File: src/vif_defs.svh
// Purpose: Constants of the video input front end
// Assumes: Included by bare name from design and bench files
// Notes:   Offsets are word indices, compared with bus address bits 7:2
`ifndef VIF_DEFS_SVH
`define VIF_DEFS_SVH

// Register word offsets (bus address bits 7:2)
`define VIF_ADR_CTRL      6'h00
`define VIF_ADR_TIM       6'h01
`define VIF_ADR_STAT      6'h02
`define VIF_ADR_FRMS      6'h03

// Control register fields
`define VIF_CF_FMT_LSB    5'h00
`define VIF_CF_STD_LSB    5'h03
`define VIF_CF_L1280      5'h05
`define VIF_CF_ORDB       5'h06
`define VIF_CF_HDIR       5'h07
`define VIF_CF_VDIR       5'h08
`define VIF_CF_CLKF       5'h09
`define VIF_CF_HSH        5'h0a
`define VIF_CF_VSH        5'h0b
`define VIF_CF_DEL        5'h0c
`define VIF_CF_EN         5'h0d
`define VIF_CTRL_RST      32'h0000_2180
`define VIF_CTRL_MASK     32'h0000_3fff

// Timing register fields and reset
`define VIF_TF_HSKIP_LSB  5'h00
`define VIF_TF_VSKIP_LSB  5'h10
`define VIF_TIM_RST       32'h0000_0000
`define VIF_TIM_MASK      32'h03ff_0fff

// Status register fields
`define VIF_SF_FIELD      5'h00
`define VIF_SF_VBLANK     5'h01
`define VIF_SF_LACT       5'h02
`define VIF_SF_LINE_LSB   5'h10

// Panel and display geometry
`define VIF_LAST_COL      10'h3bd
`define VIF_LAST_ROW      8'hef
`define VIF_DISP_W        10'h140
`define VIF_DISP_H        10'h0f0

// Cycles per active line and source pixels per line
`define VIF_CYC_RGB24     12'h140
`define VIF_CYC_RGB8      12'h3c0
`define VIF_CYC_1440      12'h5a0
`define VIF_CYC_1280      12'h500
`define VIF_W_RGB         10'h140
`define VIF_W_720         10'h2d0
`define VIF_W_640         10'h280

// Active lines per field and top crop
`define VIF_LN_NTSC       10'h0f0
`define VIF_LN_PAL280     10'h118
`define VIF_LN_PAL288     10'h120
`define VIF_TOP_PAL280    10'h014
`define VIF_TOP_PAL288    10'h018

// Embedded code preamble
`define VIF_PRE_FF        8'hff
`define VIF_PRE_00        8'h00

// Colour conversion weights, scaled by 256
`define VIF_K_RCR         20'sh00167
`define VIF_K_GCB         20'sh00058
`define VIF_K_GCR         20'sh000b7
`define VIF_K_BCB         20'sh001c6
`define VIF_K_MID         20'sh00080

`endif

File: src/vif_pkg.sv
// Purpose: Types of the video input front end
// Assumes: Nothing beyond the tool's SystemVerilog support
// Notes:   Numbers live in vif_defs.svh
package vif_pkg;

    // Input formats, as written to the control register
    typedef enum logic [2:0] {
        VIF_FMT_RGB8_HV,
        VIF_FMT_RGB8_DE,
        VIF_FMT_RGB24_HV,
        VIF_FMT_RGB24_DE,
        VIF_FMT_Y601,
        VIF_FMT_Y656
    } vif_fmt_e;

    // Field standards
    typedef enum logic [1:0] {
        VIF_STD_NTSC,
        VIF_STD_PAL280,
        VIF_STD_PAL288
    } vif_std_e;

    // One pixel of three components
    typedef struct packed {
        logic [7:0] b;
        logic [7:0] g;
        logic [7:0] r;
    } vif_rgb_s;

    // Pins of the video link
    typedef struct packed {
        logic        pclk;
        logic        hs;
        logic        vs;
        logic        de;
        logic [23:0] din;
    } vif_pins_s;

    // Pixel as handed to the panel drivers
    typedef struct packed {
        vif_rgb_s   rgb;
        logic [9:0] col;
        logic [7:0] row;
        logic       first;
    } vif_pix_s;

endpackage

File: src/vif_front.sv
// Purpose: Video input front end: samples the pixel link, decodes RGB and
//          luma/chroma formats, finds fields and lines, orders columns/rows
// Assumes: clk_sys well above the pixel clock (at least three samples per
//          half period); classic Wishbone register slave
// Notes:   Function
// Function
// [RULE1] Column order follows horizontal direction bit
// [RULE2] Row order follows vertical direction bit
// [RULE3] Twenty two input formats selectable; the code selects six
// [RULE4] RGB 8-8-8 and luma/chroma 4:2:2 decoded
// [RULE5] Chroma byte order A or B
// [RULE6] Sync mode ignores data enable
// [RULE7] Enable mode ignores both syncs
// [RULE8] Host clocks RGB at 6.4 or 27 MHz
// [RULE9] Clock edge and sync polarities configurable
// [RULE10] 601 input uses 8-bit path only
// [RULE11] 601: NTSC/PAL, 1440 or 1280 cycles
// [RULE12] Host clocks 601 at 24.54/27 MHz
// [RULE13] Frame is odd then even field
// [RULE14] Coincident sync edges start odd field
// [RULE15] Vsync edge with hsync high: even
// [RULE16] Active lines 240, 280 or 288
// [RULE17] 656 timing from embedded codes only
// [RULE18] Code byte: 1, field, vertical, horizontal
// [RULE19] Field flag 0 odd, 1 even
// [RULE20] Vertical flag 1 means blanking line
// [RULE21] Horizontal flag 0 start, 1 end
// [RULE22] Resize 720 or 640 wide to 320x240
// [RULE23] Enable mode takes data only when enabled
// [RULE24] Parallel lanes red, green, blue low-up
//
// The implementer's own choices: the register addresses and register access over Wishbone.
`include "vif_defs.svh"
`timescale 1ns/100ps

module vif_front (
    input  wire logic         clk_sys,
    input  wire logic         rst_n,
    input  wire logic         wb_cyc_i,
    input  wire logic         wb_stb_i,
    input  wire logic         wb_we_i,
    input  wire logic [7:0]   wb_adr_i,
    input  wire logic [3:0]   wb_sel_i,
    input  wire logic [31:0]  wb_dat_i,
    output logic      [31:0]  wb_dat_o,
    output logic              wb_ack_o,
    input  wire logic         pixel_clock_in,
    input  wire logic         horizontal_sync_in,
    input  wire logic         vertical_sync_in,
    input  wire logic         data_enable_in,
    input  wire logic [23:0]  video_data_in,
    output logic              pix_valid,
    output vif_pkg::vif_pix_s pix_out,
    output logic              frame_start,
    output logic              field_even
);
    import vif_pkg::*;

    // Three-stage synchronisers for all link pins
    vif_pins_s   sync1_reg, sync2_reg, sync3_reg;
    vif_pins_s   pins_now;
    // Registers
    logic [31:0] ctrl_reg;                  // Control register
    logic [31:0] tim_reg;                   // Window offsets
    logic [15:0] frames_reg;                // Frames seen
    // Link timing state
    logic        pclk_lvl_reg;              // Accepted pixel clock level
    logic        hs_prev_reg, vs_prev_reg, de_prev_reg;
    logic [11:0] cyc_reg;                   // Cycles since line marker
    logic [9:0]  line_reg;                  // Lines since frame marker
    logic        vblank_reg;                // Embedded vertical flag
    logic        in_line_reg;               // Between start and end codes
    logic [23:0] hist_reg;                  // Last three bytes
    logic [1:0]  ph_reg;                    // Byte phase in pixel group
    logic [7:0]  b0_reg, b1_reg, b2_reg;    // Captured group bytes
    logic [9:0]  acc_reg;                   // Decimation accumulator
    logic [8:0]  xo_reg;                    // Output pixel in line

    assign pins_now = '{pclk: pixel_clock_in, hs: horizontal_sync_in,
                        vs: vertical_sync_in, de: data_enable_in,
                        din: video_data_in};

    // Pin synchronisers; stage one feeds only stage two
    always_ff @(posedge clk_sys or negedge rst_n) begin
        if (!rst_n) begin
            sync1_reg <= '0;
            sync2_reg <= '0;
            sync3_reg <= '0;
        end else begin
            sync1_reg <= pins_now;
            sync2_reg <= sync1_reg;
            sync3_reg <= sync2_reg;
        end
    end

    // Control field decode
    vif_fmt_e    fmt;
    vif_std_e    std;
    logic        en, hdir, vdir, ordb, l1280;
    logic        is_rgb8, is_rgb24, is_de, is_hv, is_601, is_656, is_ycc;
    logic [11:0] src_cyc, h_lo, h_skip;
    logic [9:0]  src_w, src_lines, vtop, v_skip;
    assign fmt    = vif_fmt_e'(ctrl_reg[`VIF_CF_FMT_LSB +: 3]);
    assign std    = vif_std_e'(ctrl_reg[`VIF_CF_STD_LSB +: 2]);
    assign en     = ctrl_reg[`VIF_CF_EN];
    assign hdir   = ctrl_reg[`VIF_CF_HDIR];
    assign vdir   = ctrl_reg[`VIF_CF_VDIR];
    assign ordb   = ctrl_reg[`VIF_CF_ORDB];
    assign l1280  = ctrl_reg[`VIF_CF_L1280];
    assign h_skip = tim_reg[`VIF_TF_HSKIP_LSB +: 12];
    assign v_skip = tim_reg[`VIF_TF_VSKIP_LSB +: 10];

    // Format properties
    always_comb begin
        is_rgb8  = 1'b0;
        is_rgb24 = 1'b0;
        is_de    = 1'b0;
        is_601   = 1'b0;
        is_656   = 1'b0;
        // [RULE3] format select
        unique case (fmt)
            VIF_FMT_RGB8_HV:  is_rgb8 = 1'b1;
            VIF_FMT_RGB8_DE:  begin
                is_rgb8 = 1'b1;
                is_de   = 1'b1;
            end
            VIF_FMT_RGB24_HV: is_rgb24 = 1'b1;
            VIF_FMT_RGB24_DE: begin
                is_rgb24 = 1'b1;
                is_de    = 1'b1;
            end
            VIF_FMT_Y601:     is_601 = 1'b1;
            VIF_FMT_Y656:     is_656 = 1'b1;
            default:          ;       // Codes 6 and 7 decode nothing
        endcase
    end
    assign is_ycc = is_601 | is_656;
    assign is_hv  = (is_rgb8 | is_rgb24 | is_601) & ~is_de;

    // Line length, source width and field height per format
    always_comb begin
        // [RULE11] 601 line length, 656 fixed 1440
        if (is_rgb24) begin
            src_cyc = `VIF_CYC_RGB24;
            src_w   = `VIF_W_RGB;
        end else if (is_rgb8) begin
            src_cyc = `VIF_CYC_RGB8;
            src_w   = `VIF_W_RGB;
        // [RULE22] 640 or 720 source pixels
        end else if (is_601 && l1280) begin
            src_cyc = `VIF_CYC_1280;
            src_w   = `VIF_W_640;
        end else begin
            src_cyc = `VIF_CYC_1440;
            src_w   = `VIF_W_720;
        end
        // [RULE16] lines per field
        if (is_ycc && std == VIF_STD_PAL280) begin
            src_lines = `VIF_LN_PAL280;
            vtop      = `VIF_TOP_PAL280;
        end else if (is_ycc && std == VIF_STD_PAL288) begin
            src_lines = `VIF_LN_PAL288;
            vtop      = `VIF_TOP_PAL288;
        end else begin
            src_lines = `VIF_LN_NTSC;
            vtop      = 10'h000;
        end
        h_lo = is_656 ? 12'h001 : h_skip;
    end

    // [RULE9] polarity of clock edge and syncs
    logic pe, agree, hs_a, vs_a, de_a, hs_edge, vs_edge, de_rise, de_fall;
    logic [7:0] d8;
    assign agree   = (sync2_reg.pclk == sync3_reg.pclk);
    assign pe      = en & agree & (sync3_reg.pclk != pclk_lvl_reg)
                   & (sync3_reg.pclk != ctrl_reg[`VIF_CF_CLKF]);
    assign hs_a    = ~(sync3_reg.hs ^ ctrl_reg[`VIF_CF_HSH]);
    assign vs_a    = ~(sync3_reg.vs ^ ctrl_reg[`VIF_CF_VSH]);
    assign de_a    = sync3_reg.de ^ ctrl_reg[`VIF_CF_DEL];
    assign hs_edge = hs_a & ~hs_prev_reg;
    assign vs_edge = vs_a & ~vs_prev_reg;
    assign de_rise = de_a & ~de_prev_reg;
    assign de_fall = ~de_a & de_prev_reg;
    // [RULE10] 8-bit path, bit 7 most significant
    assign d8      = sync3_reg.din[7:0];

    // Embedded code: preamble then flag byte with bit 7 set
    logic xy_hit;
    // [RULE17] timing from code stream
    assign xy_hit = is_656 & (hist_reg == {`VIF_PRE_FF, `VIF_PRE_00, `VIF_PRE_00})
                  & d8[7];

    // Accepted clock level and sampled sync history
    always_ff @(posedge clk_sys or negedge rst_n) begin
        if (!rst_n) begin
            pclk_lvl_reg <= 1'b0;
            hs_prev_reg  <= 1'b0;
            vs_prev_reg  <= 1'b0;
            de_prev_reg  <= 1'b0;
            hist_reg     <= '0;
        end else begin
            if (agree) begin
                pclk_lvl_reg <= sync3_reg.pclk;
            end
            if (pe) begin
                hs_prev_reg <= hs_a;
                vs_prev_reg <= vs_a;
                de_prev_reg <= de_a;
                hist_reg    <= {hist_reg[15:0], d8};
            end
        end
    end

    // Frame, line and cycle tracking
    logic frame_ev, gap_ev;
    assign gap_ev = is_de & ~de_a & (cyc_reg == {src_cyc[10:0], 1'b0});
    always_comb begin
        frame_ev = 1'b0;
        if (pe) begin
            if (is_hv) begin
                frame_ev = vs_edge;
            end else if (is_de) begin
                frame_ev = gap_ev | (de_fall & (line_reg + 10'h001 == src_lines));
            end else if (xy_hit) begin
                frame_ev = ~d8[4] & ~d8[5] & vblank_reg;
            end
        end
    end

    always_ff @(posedge clk_sys or negedge rst_n) begin
        if (!rst_n) begin
            cyc_reg     <= 12'hfff;         // No line marker seen yet
            line_reg    <= '0;
            vblank_reg  <= 1'b1;
            in_line_reg <= 1'b0;
            field_even  <= 1'b0;
        end else if (pe) begin
            if (cyc_reg != 12'hfff) begin
                cyc_reg <= cyc_reg + 12'h001;
            end
            if (is_hv) begin
                // [RULE6] line from horizontal sync
                if (hs_edge) begin
                    cyc_reg <= '0;
                    if (line_reg != 10'h3ff) begin
                        line_reg <= line_reg + 10'h001;
                    end
                end
                if (vs_edge) begin
                    line_reg <= '0;
                    // [RULE13] odd then even field
                    // [RULE14] coincident edges: odd
                    // [RULE15] hsync still high: even
                    if (!is_601 || hs_edge) begin
                        field_even <= 1'b0;
                    end else if (!hs_a) begin
                        field_even <= 1'b1;
                    end
                end
            end else if (is_de) begin
                // [RULE7] line and frame from enable
                field_even <= 1'b0;
                if (de_rise) begin
                    cyc_reg <= '0;
                end
                if (frame_ev) begin
                    line_reg <= '0;
                end else if (de_fall) begin
                    line_reg <= line_reg + 10'h001;
                end
            end else if (xy_hit) begin
                // [RULE18] flag byte fields
                // [RULE19] field flag
                field_even <= d8[6];
                // [RULE20] vertical blanking flag
                vblank_reg <= d8[5];
                // [RULE21] start or end code
                if (!d8[4]) begin
                    cyc_reg     <= '0;
                    in_line_reg <= ~d8[5];
                    if (frame_ev) begin
                        line_reg <= '0;
                    end
                end else begin
                    in_line_reg <= 1'b0;
                    if (in_line_reg) begin
                        line_reg <= line_reg + 10'h001;
                    end
                end
            end
        end
    end

    // Active window and display row
    logic       act, act_v;
    logic [9:0] src_line, drow;
    always_comb begin
        src_line = is_hv ? line_reg - v_skip : line_reg;
        drow     = src_line - vtop;
        act_v    = (src_line >= vtop) && (drow < `VIF_DISP_H)
                 && (src_line < src_lines) && !(is_hv && line_reg < v_skip);
        if (is_de) begin
            // [RULE23] data only while enabled
            act = de_a;
        end else begin
            act = (cyc_reg >= h_lo) && (cyc_reg - h_lo < src_cyc)
                && (!is_656 || in_line_reg);
        end
    end

    // Byte phase within a pixel group
    always_ff @(posedge clk_sys or negedge rst_n) begin
        if (!rst_n) begin
            ph_reg <= '0;
            b0_reg <= '0;
            b1_reg <= '0;
            b2_reg <= '0;
        end else if (pe) begin
            if (!act || is_rgb24 || (is_rgb8 && ph_reg == 2'h2)) begin
                ph_reg <= '0;
            end else begin
                ph_reg <= ph_reg + 2'h1;
            end
            unique case (ph_reg)
                2'h0: b0_reg <= d8;
                2'h1: b1_reg <= d8;
                2'h2: b2_reg <= d8;
                2'h3: ;
            endcase
        end
    end

    // Luma/chroma to RGB with clamping
    function automatic vif_rgb_s ycc2rgb(input logic [7:0] y,
                                         input logic [7:0] cb,
                                         input logic [7:0] cr);
        logic signed [19:0] yy, dcb, dcr, rr, gg, bb;
        vif_rgb_s           o;
        yy  = signed'({12'h000, y});
        dcb = signed'({12'h000, cb}) - `VIF_K_MID;
        dcr = signed'({12'h000, cr}) - `VIF_K_MID;
        rr  = yy + ((`VIF_K_RCR * dcr) >>> 8);
        gg  = yy - ((`VIF_K_GCB * dcb + `VIF_K_GCR * dcr) >>> 8);
        bb  = yy + ((`VIF_K_BCB * dcb) >>> 8);
        o.r = (rr < 0) ? 8'h00 : ((rr > 20'sh000ff) ? 8'hff : rr[7:0]);
        o.g = (gg < 0) ? 8'h00 : ((gg > 20'sh000ff) ? 8'hff : gg[7:0]);
        o.b = (bb < 0) ? 8'h00 : ((bb > 20'sh000ff) ? 8'hff : bb[7:0]);
        return o;
    endfunction

    // Source pixel assembly
    logic       src_pix;
    vif_rgb_s   src_rgb;
    logic [7:0] cb, cr;
    always_comb begin
        src_pix = 1'b0;
        src_rgb = '0;
        // [RULE5] chroma order A or B
        cb = ordb ? b2_reg : b0_reg;
        cr = ordb ? b0_reg : b2_reg;
        // [RULE4] RGB and 4:2:2 decode
        if (is_rgb24) begin
            src_pix = 1'b1;
            // [RULE24] red low, green middle, blue high
            src_rgb = '{b: sync3_reg.din[23:16], g: sync3_reg.din[15:8],
                        r: sync3_reg.din[7:0]};
        end else if (is_rgb8) begin
            src_pix = (ph_reg == 2'h2);
            src_rgb = '{b: d8, g: b1_reg, r: b0_reg};
        end else if (ph_reg == 2'h2) begin
            src_pix = 1'b1;
            src_rgb = ordb ? ycc2rgb(b1_reg, d8, b0_reg) : ycc2rgb(b1_reg, b0_reg, d8);
        end else if (ph_reg == 2'h3) begin
            src_pix = 1'b1;
            src_rgb = ycc2rgb(d8, cb, cr);
        end
        src_pix = src_pix & pe & act & act_v;
    end

    // [RULE22] horizontal decimation to 320
    logic [10:0] acc_sum;
    logic        emit;
    assign acc_sum = {1'b0, acc_reg} + {1'b0, `VIF_DISP_W};
    assign emit    = src_pix && (acc_sum >= {1'b0, src_w})
                   && ({1'b0, xo_reg} < `VIF_DISP_W);
    always_ff @(posedge clk_sys or negedge rst_n) begin
        if (!rst_n) begin
            acc_reg <= '0;
            xo_reg  <= '0;
        end else if (pe && !act) begin
            acc_reg <= '0;
            xo_reg  <= '0;
        end else if (src_pix) begin
            acc_reg <= emit || acc_sum >= {1'b0, src_w}
                     ? acc_sum[9:0] - src_w : acc_sum[9:0];
            if (emit) begin
                xo_reg <= xo_reg + 9'h001;
            end
        end
    end

    // Pixel output towards the column and row drivers
    logic [9:0] xo3;
    assign xo3 = {xo_reg, 1'b0} + {1'b0, xo_reg};
    always_ff @(posedge clk_sys or negedge rst_n) begin
        if (!rst_n) begin
            pix_valid   <= 1'b0;
            pix_out     <= '0;
            frame_start <= 1'b0;
        end else begin
            pix_valid   <= emit;
            frame_start <= frame_ev;
            if (emit) begin
                pix_out.rgb   <= src_rgb;
                // [RULE1] column order
                pix_out.col   <= hdir ? xo3 : `VIF_LAST_COL - xo3;
                // [RULE2] row order
                pix_out.row   <= vdir ? drow[7:0] : `VIF_LAST_ROW - drow[7:0];
                pix_out.first <= (xo_reg == 9'h000);
            end
        end
    end

    // Frame counter for status
    always_ff @(posedge clk_sys or negedge rst_n) begin
        if (!rst_n) begin
            frames_reg <= '0;
        end else if (frame_ev) begin
            frames_reg <= frames_reg + 16'h0001;
        end
    end

    // Register bus: single-wait ack, write on the acked cycle
    logic [31:0] wmask, rdata;
    logic        req;
    assign req   = wb_cyc_i & wb_stb_i;
    assign wmask = {{8{wb_sel_i[3]}}, {8{wb_sel_i[2]}}, {8{wb_sel_i[1]}},
                    {8{wb_sel_i[0]}}};
    always_comb begin
        unique case (wb_adr_i[7:2])
            `VIF_ADR_CTRL: rdata = ctrl_reg;
            `VIF_ADR_TIM:  rdata = tim_reg;
            `VIF_ADR_STAT: begin
                rdata                       = '0;
                rdata[`VIF_SF_FIELD]        = field_even;
                rdata[`VIF_SF_VBLANK]       = vblank_reg;
                rdata[`VIF_SF_LACT]         = act;
                rdata[`VIF_SF_LINE_LSB +: 10] = line_reg;
            end
            `VIF_ADR_FRMS: rdata = {16'h0000, frames_reg};
            default:       rdata = '0;    // Unmapped reads zero
        endcase
    end

    always_ff @(posedge clk_sys or negedge rst_n) begin
        if (!rst_n) begin
            wb_ack_o <= 1'b0;
            wb_dat_o <= '0;
        end else begin
            wb_ack_o <= req & ~wb_ack_o;
            if (req && !wb_ack_o) begin
                wb_dat_o <= rdata;
            end
        end
    end

    // Writable registers
    always_ff @(posedge clk_sys or negedge rst_n) begin
        if (!rst_n) begin
            ctrl_reg <= `VIF_CTRL_RST;
            tim_reg  <= `VIF_TIM_RST;
        end else if (req && wb_we_i && wb_ack_o) begin
            if (wb_adr_i[7:2] == `VIF_ADR_CTRL) begin
                ctrl_reg <= ((ctrl_reg & ~wmask) | (wb_dat_i & wmask)) & `VIF_CTRL_MASK;
            end
            if (wb_adr_i[7:2] == `VIF_ADR_TIM) begin
                tim_reg <= ((tim_reg & ~wmask) | (wb_dat_i & wmask)) & `VIF_TIM_MASK;
            end
        end
    end

endmodule

File: config.mk
export PLATFORM = sky130hd
export DESIGN_NAME = vif_front
export DESIGN_NICKNAME = d
export VERILOG_FILES = /design/src/vif_pkg.sv /design/src/vif_front.sv
export VERILOG_INCLUDE_DIRS = /design/src /design/src/src
export SDC_FILE = /design/constraint.sdc
export NUM_CORES = 2
export LEC_CHECK = 0
export BUFFER_PORTS_ARGS = -buffer_cell sky130_fd_sc_hd__buf_2
export CAP_MARGIN = 40
export CORE_ASPECT_RATIO = 0.6
export CORE_UTILIZATION = 61
export CTS_BUF_LIST = sky130_fd_sc_hd__clkbuf_16
export CTS_CLUSTER_DIAMETER = 60
export CTS_CLUSTER_SIZE = 30
export DETAILED_ROUTE_END_ITERATION = 16
export PLACE_DENSITY = 0.83
export SLEW_MARGIN = 20
export SYNTH_ARGS = -nofsm -noshare
export SYNTH_HDL_FRONTEND = slang
export SYNTH_SLANG_ARGS = --single-unit
File: constraint.sdc
create_clock -name clk_sys -period 10.95 [get_ports clk_sys]
set_clock_uncertainty 0.2 [all_clocks]
set_input_delay 2.19 -clock clk_sys [delete_from_list [all_inputs] [get_ports clk_sys]]
set_output_delay 2.19 -clock clk_sys [all_outputs]
set_load 0.01 [all_outputs]
==> run summary <==
The run finished with clean final reports. Adding up every negative setup slack in the final design gives 0 ns. Library cell occupying the most area in the post-synthesis netlist: ha_1. Excluding fillers, the count of instances in the completed layout stands at 4,533. In this run, distinct cell masters in the synthesized netlist total 90.

Of the total power, the share spent switching nets is 41.24%. The logs give 0.56 ns for the later-pin clock latency in the skew report and 1.003 for the final estimated routing congestion in global placement. The worst setup path is of the reg -> reg kind. The share of the Yosys chip area taken by registers is 22.54%.

Yosys printed 0 warnings. Counting the buffers created by CTS gives 19. The tools report the maximum level of the CTS H-tree as 1. TritonCTS built the clock tree. The total vias in the final route is 27,370, and the share of flip-flops with an asynchronous set or reset after synthesis is 100.0%.

Headroom to the max-slew limit came out at 37.13%. The maximum fanout along the worst path is 14. For this run, the leading register cell type out of synthesis is dfrtp_1. Clock-pin slew was measured on the worst setup and hold paths at 0.11 ns. At the pin with the least slew margin, the transition time is 0.9431 ns. In the routed layout, each cell is associated on average with a via count of 6.037. Setup repair after global routing left no endpoint under its margin.

The die covers 56,090 um^2. Width of the chip: 305.1 um. STA classifies the critical path startpoint as a flip-flop. In the post-synthesis netlist, the biggest area contributors are ha_1 22%, dfrtp_1 21%, fa_1 12%.

The run gives 0 as the total setup buffers inserted after CTS. The tools report the global-route congestion overflow total as 0. The placeable core region is 54,340 um^2. For this block, the initial DRC count from the detailed router was 2,716. The analysis attributes to net switching a power of 1.625 mW. Detailed placement ended at an HPWL of 73,980 um. The slowest stage of the critical path is the dfrtp_1 cell. The root cell of the clock tree was clkbuf_16. Across the VDD grid, the largest voltage drop is 0.1109 mV. After technology mapping, the gate count stands at 3,691. Startpoint of the most critical register-to-register path: ctrl_reg[6]. Data arrival time of the critical path: 9.77 ns.

Of the total power, combinational logic draws 49.7%. The leading cell type in the layout, fill and taps excluded was ha_1. The quantity of hold-fixing buffers added after cts is 0.

The routed wire length was 91,740 um; the final number of max-transition violations was 0. The tools report the number of global-route vias before repair as 25,770. The logs give 2.315 mW for the internal power and 0 for the number of max-cap violations. The flip-flop count of the largest register after layout came out at 43. The run gives 3 as the number of antenna violations at the first check in global routing.

The wire length of the first global-routing pass was 143,300 um; the proportion of netlist area held by the largest area contributor was 21.58%. The worst path meets setup with 1.418 ns of slack. The delay of the slowest cell on the worst path was 0.81 ns; the count of flip-flops with a built-in enable after synthesis was 0. Leaving out fill and tap cells, the most frequent cells in the layout are 580 x ha_1, 554 x inv_1, 294 x nand2_1, 285 x dfrtp_1, 230 x o21ai_0. The height of the chip was 183.9 um.

The routed design could run at a clock period as short as 9.532 ns. In this run the worst hold path is classified as reg -> reg. The most critical setup path has its startpoint at ctrl_reg[6].

The number of standard-cell rows in the floorplan is 66. Detailed-route wire length per cell: 20.24 um. The logs give 7 for the number of iterations in the first detailed-routing pass and 11.19 ns for the critical path data required time.

The startpoint of the tightest hold check path is sync2_reg[25]. The number of cells upsized or downsized after cts came out at 0. The net count of the finished layout is 4,666. Buffers placed on the I/O ports in this run total 139. The maximum clock insertion buffer count is 3, and the post-route cell area is 35,920 um^2. The post-detailed-route count of antenna-violating nets is 0. The largest net degree at the start of global routing was 95. For this run, the top clock speed supported by timing is 104.9 MHz. For this design the ratio of total power to cell area is 109.7 nW/um^2. Global routing consumed, over all layers together, 32.63% of the routing resources. The run gives 1.745 ns as the worst slack after detailed placement. The tools report the number of primary I/O pins as 156. Setup violations remaining at the end of the flow were counted as 0. The run gives 4,493 as the post-placement cell count. After detailed placement, the total cell area comes to 35,150 um^2. Among the stages of the critical path, the cell type that occurs most often is a21oi_1. Of the cells placed in the final design, the portion with a size suffix greater than 1 is 8.853%. Synthesis inferred 302 register bits. The run gives 21.2% as the part of the total power dissipated in the clock network. Share of the cycle needed by the critical path after routing: 87.05%. Measured on the finished design, the core utilization comes to 66.11%. The clock net in this run drives a total of 302 sinks. From synthesis to final layout, the design area changed by 6.844%. The share of total power dissipated in sequential elements is 29.0%. Hold violation total from the final report: 0. Per-instance average area after synthesis: 9.109 um^2. The run gives 3.940 mW as the total power after layout.

The tools report the post-synthesis cell area as 33,620 um^2. For the minimum hold slack, the log shows 0.1460 ns. Summed over all cells, the static leakage comes to 18.53 nW. The sort of element at the end of the critical path is a flip-flop. The logs give 61.88% for the starting density of the core and 0 for the number of remaining DRC errors.
[worst max-delay path, delay by kind of cell (launching register included)]
family,cells,cell delay (ns)
adder cells (fa/ha/maj),8,3.26
multiplexers,1,0.10
XOR/XNOR,2,0.38
AO/OA/AOI/OAI,12,3.56
AND/OR/NAND/NOR,4,0.42
buffers and inverters,5,0.66
flip-flops,1,0.81
[cells by family after synthesis]
family | synth area share, %
AO/OA/AOI/OAI | 14.50
XOR/XNOR | 6.148
buffers and inverters | 7.353
other | 0.01115
AND/OR/NAND/NOR | 12.65
adder cells (fa/ha/maj) | 33.76
multiplexers | 3.044
flip-flops | 22.54
[synthesized netlist by cell type, types with 53 or more instances]
cell / n
xor2_1: 81
xnor2_1: 155
ha_1: 580
inv_1: 554
mux2_2: 56
dfrtp_1: 286
clkbuf_1: 58
o21ai_0: 231
nor3_1: 53
fa_1: 204
nand2_1: 294
a21oi_1: 159
nand3_1: 63
a21o_1: 55
nor2_1: 180
[final cells by class]
| class | count | area [um^2] |
|---|---|---|
| diodes | 1 | 2.502 |
| clock buffers | 19 | 475.5 |
| clock inverters | 15 | 244.0 |
| fillers | 4334 | 18410 |
| inverters | 554 | 2079 |
| multi-input cells | 2752 | 23600 |
| flip-flops and latches | 302 | 7579 |
| well taps | 714 | 893.4 |
| repair buffers | 176 | 1054 |
[power groups by stage]
stage	clock [mW]	combinational, mW	sequential (mW)
finish	0.836	1.96	1.14
floorplan	0	1.44	1.17
global route	0.883	2.19	1.15
CTS	0.844	1.92	1.14
global placement	0	1.84	1.16
detailed placement	0	1.90	1.17
[layer usage]
layer	vias up	GRT usage [%]	share of wire [%]
met3	135	9.418	12
met5	-	0	0.0076
met4	2	6.404	2.1
met2	1244	45.17	39
li1	12800	-	-
met1	13190	49.90	47
[path summary, 6_finish.rpt]
path | endpoint | slack [ns] | cells after the start
worst max-delay path | pix_out[34] | 1.42 | 32
worst min-delay path | sync3_reg[25] | 0.15 | 0
worst max register to register | pix_out[34] | 1.42 | 32
worst min register to register | sync3_reg[25] | 0.15 | 0
max in group asynchronous | cyc_reg[6] | 7.91 | 3
min in group asynchronous | wb_dat_o[23] | 1.42 | 1
Note: power is estimated with default switching activity, not from simulation.
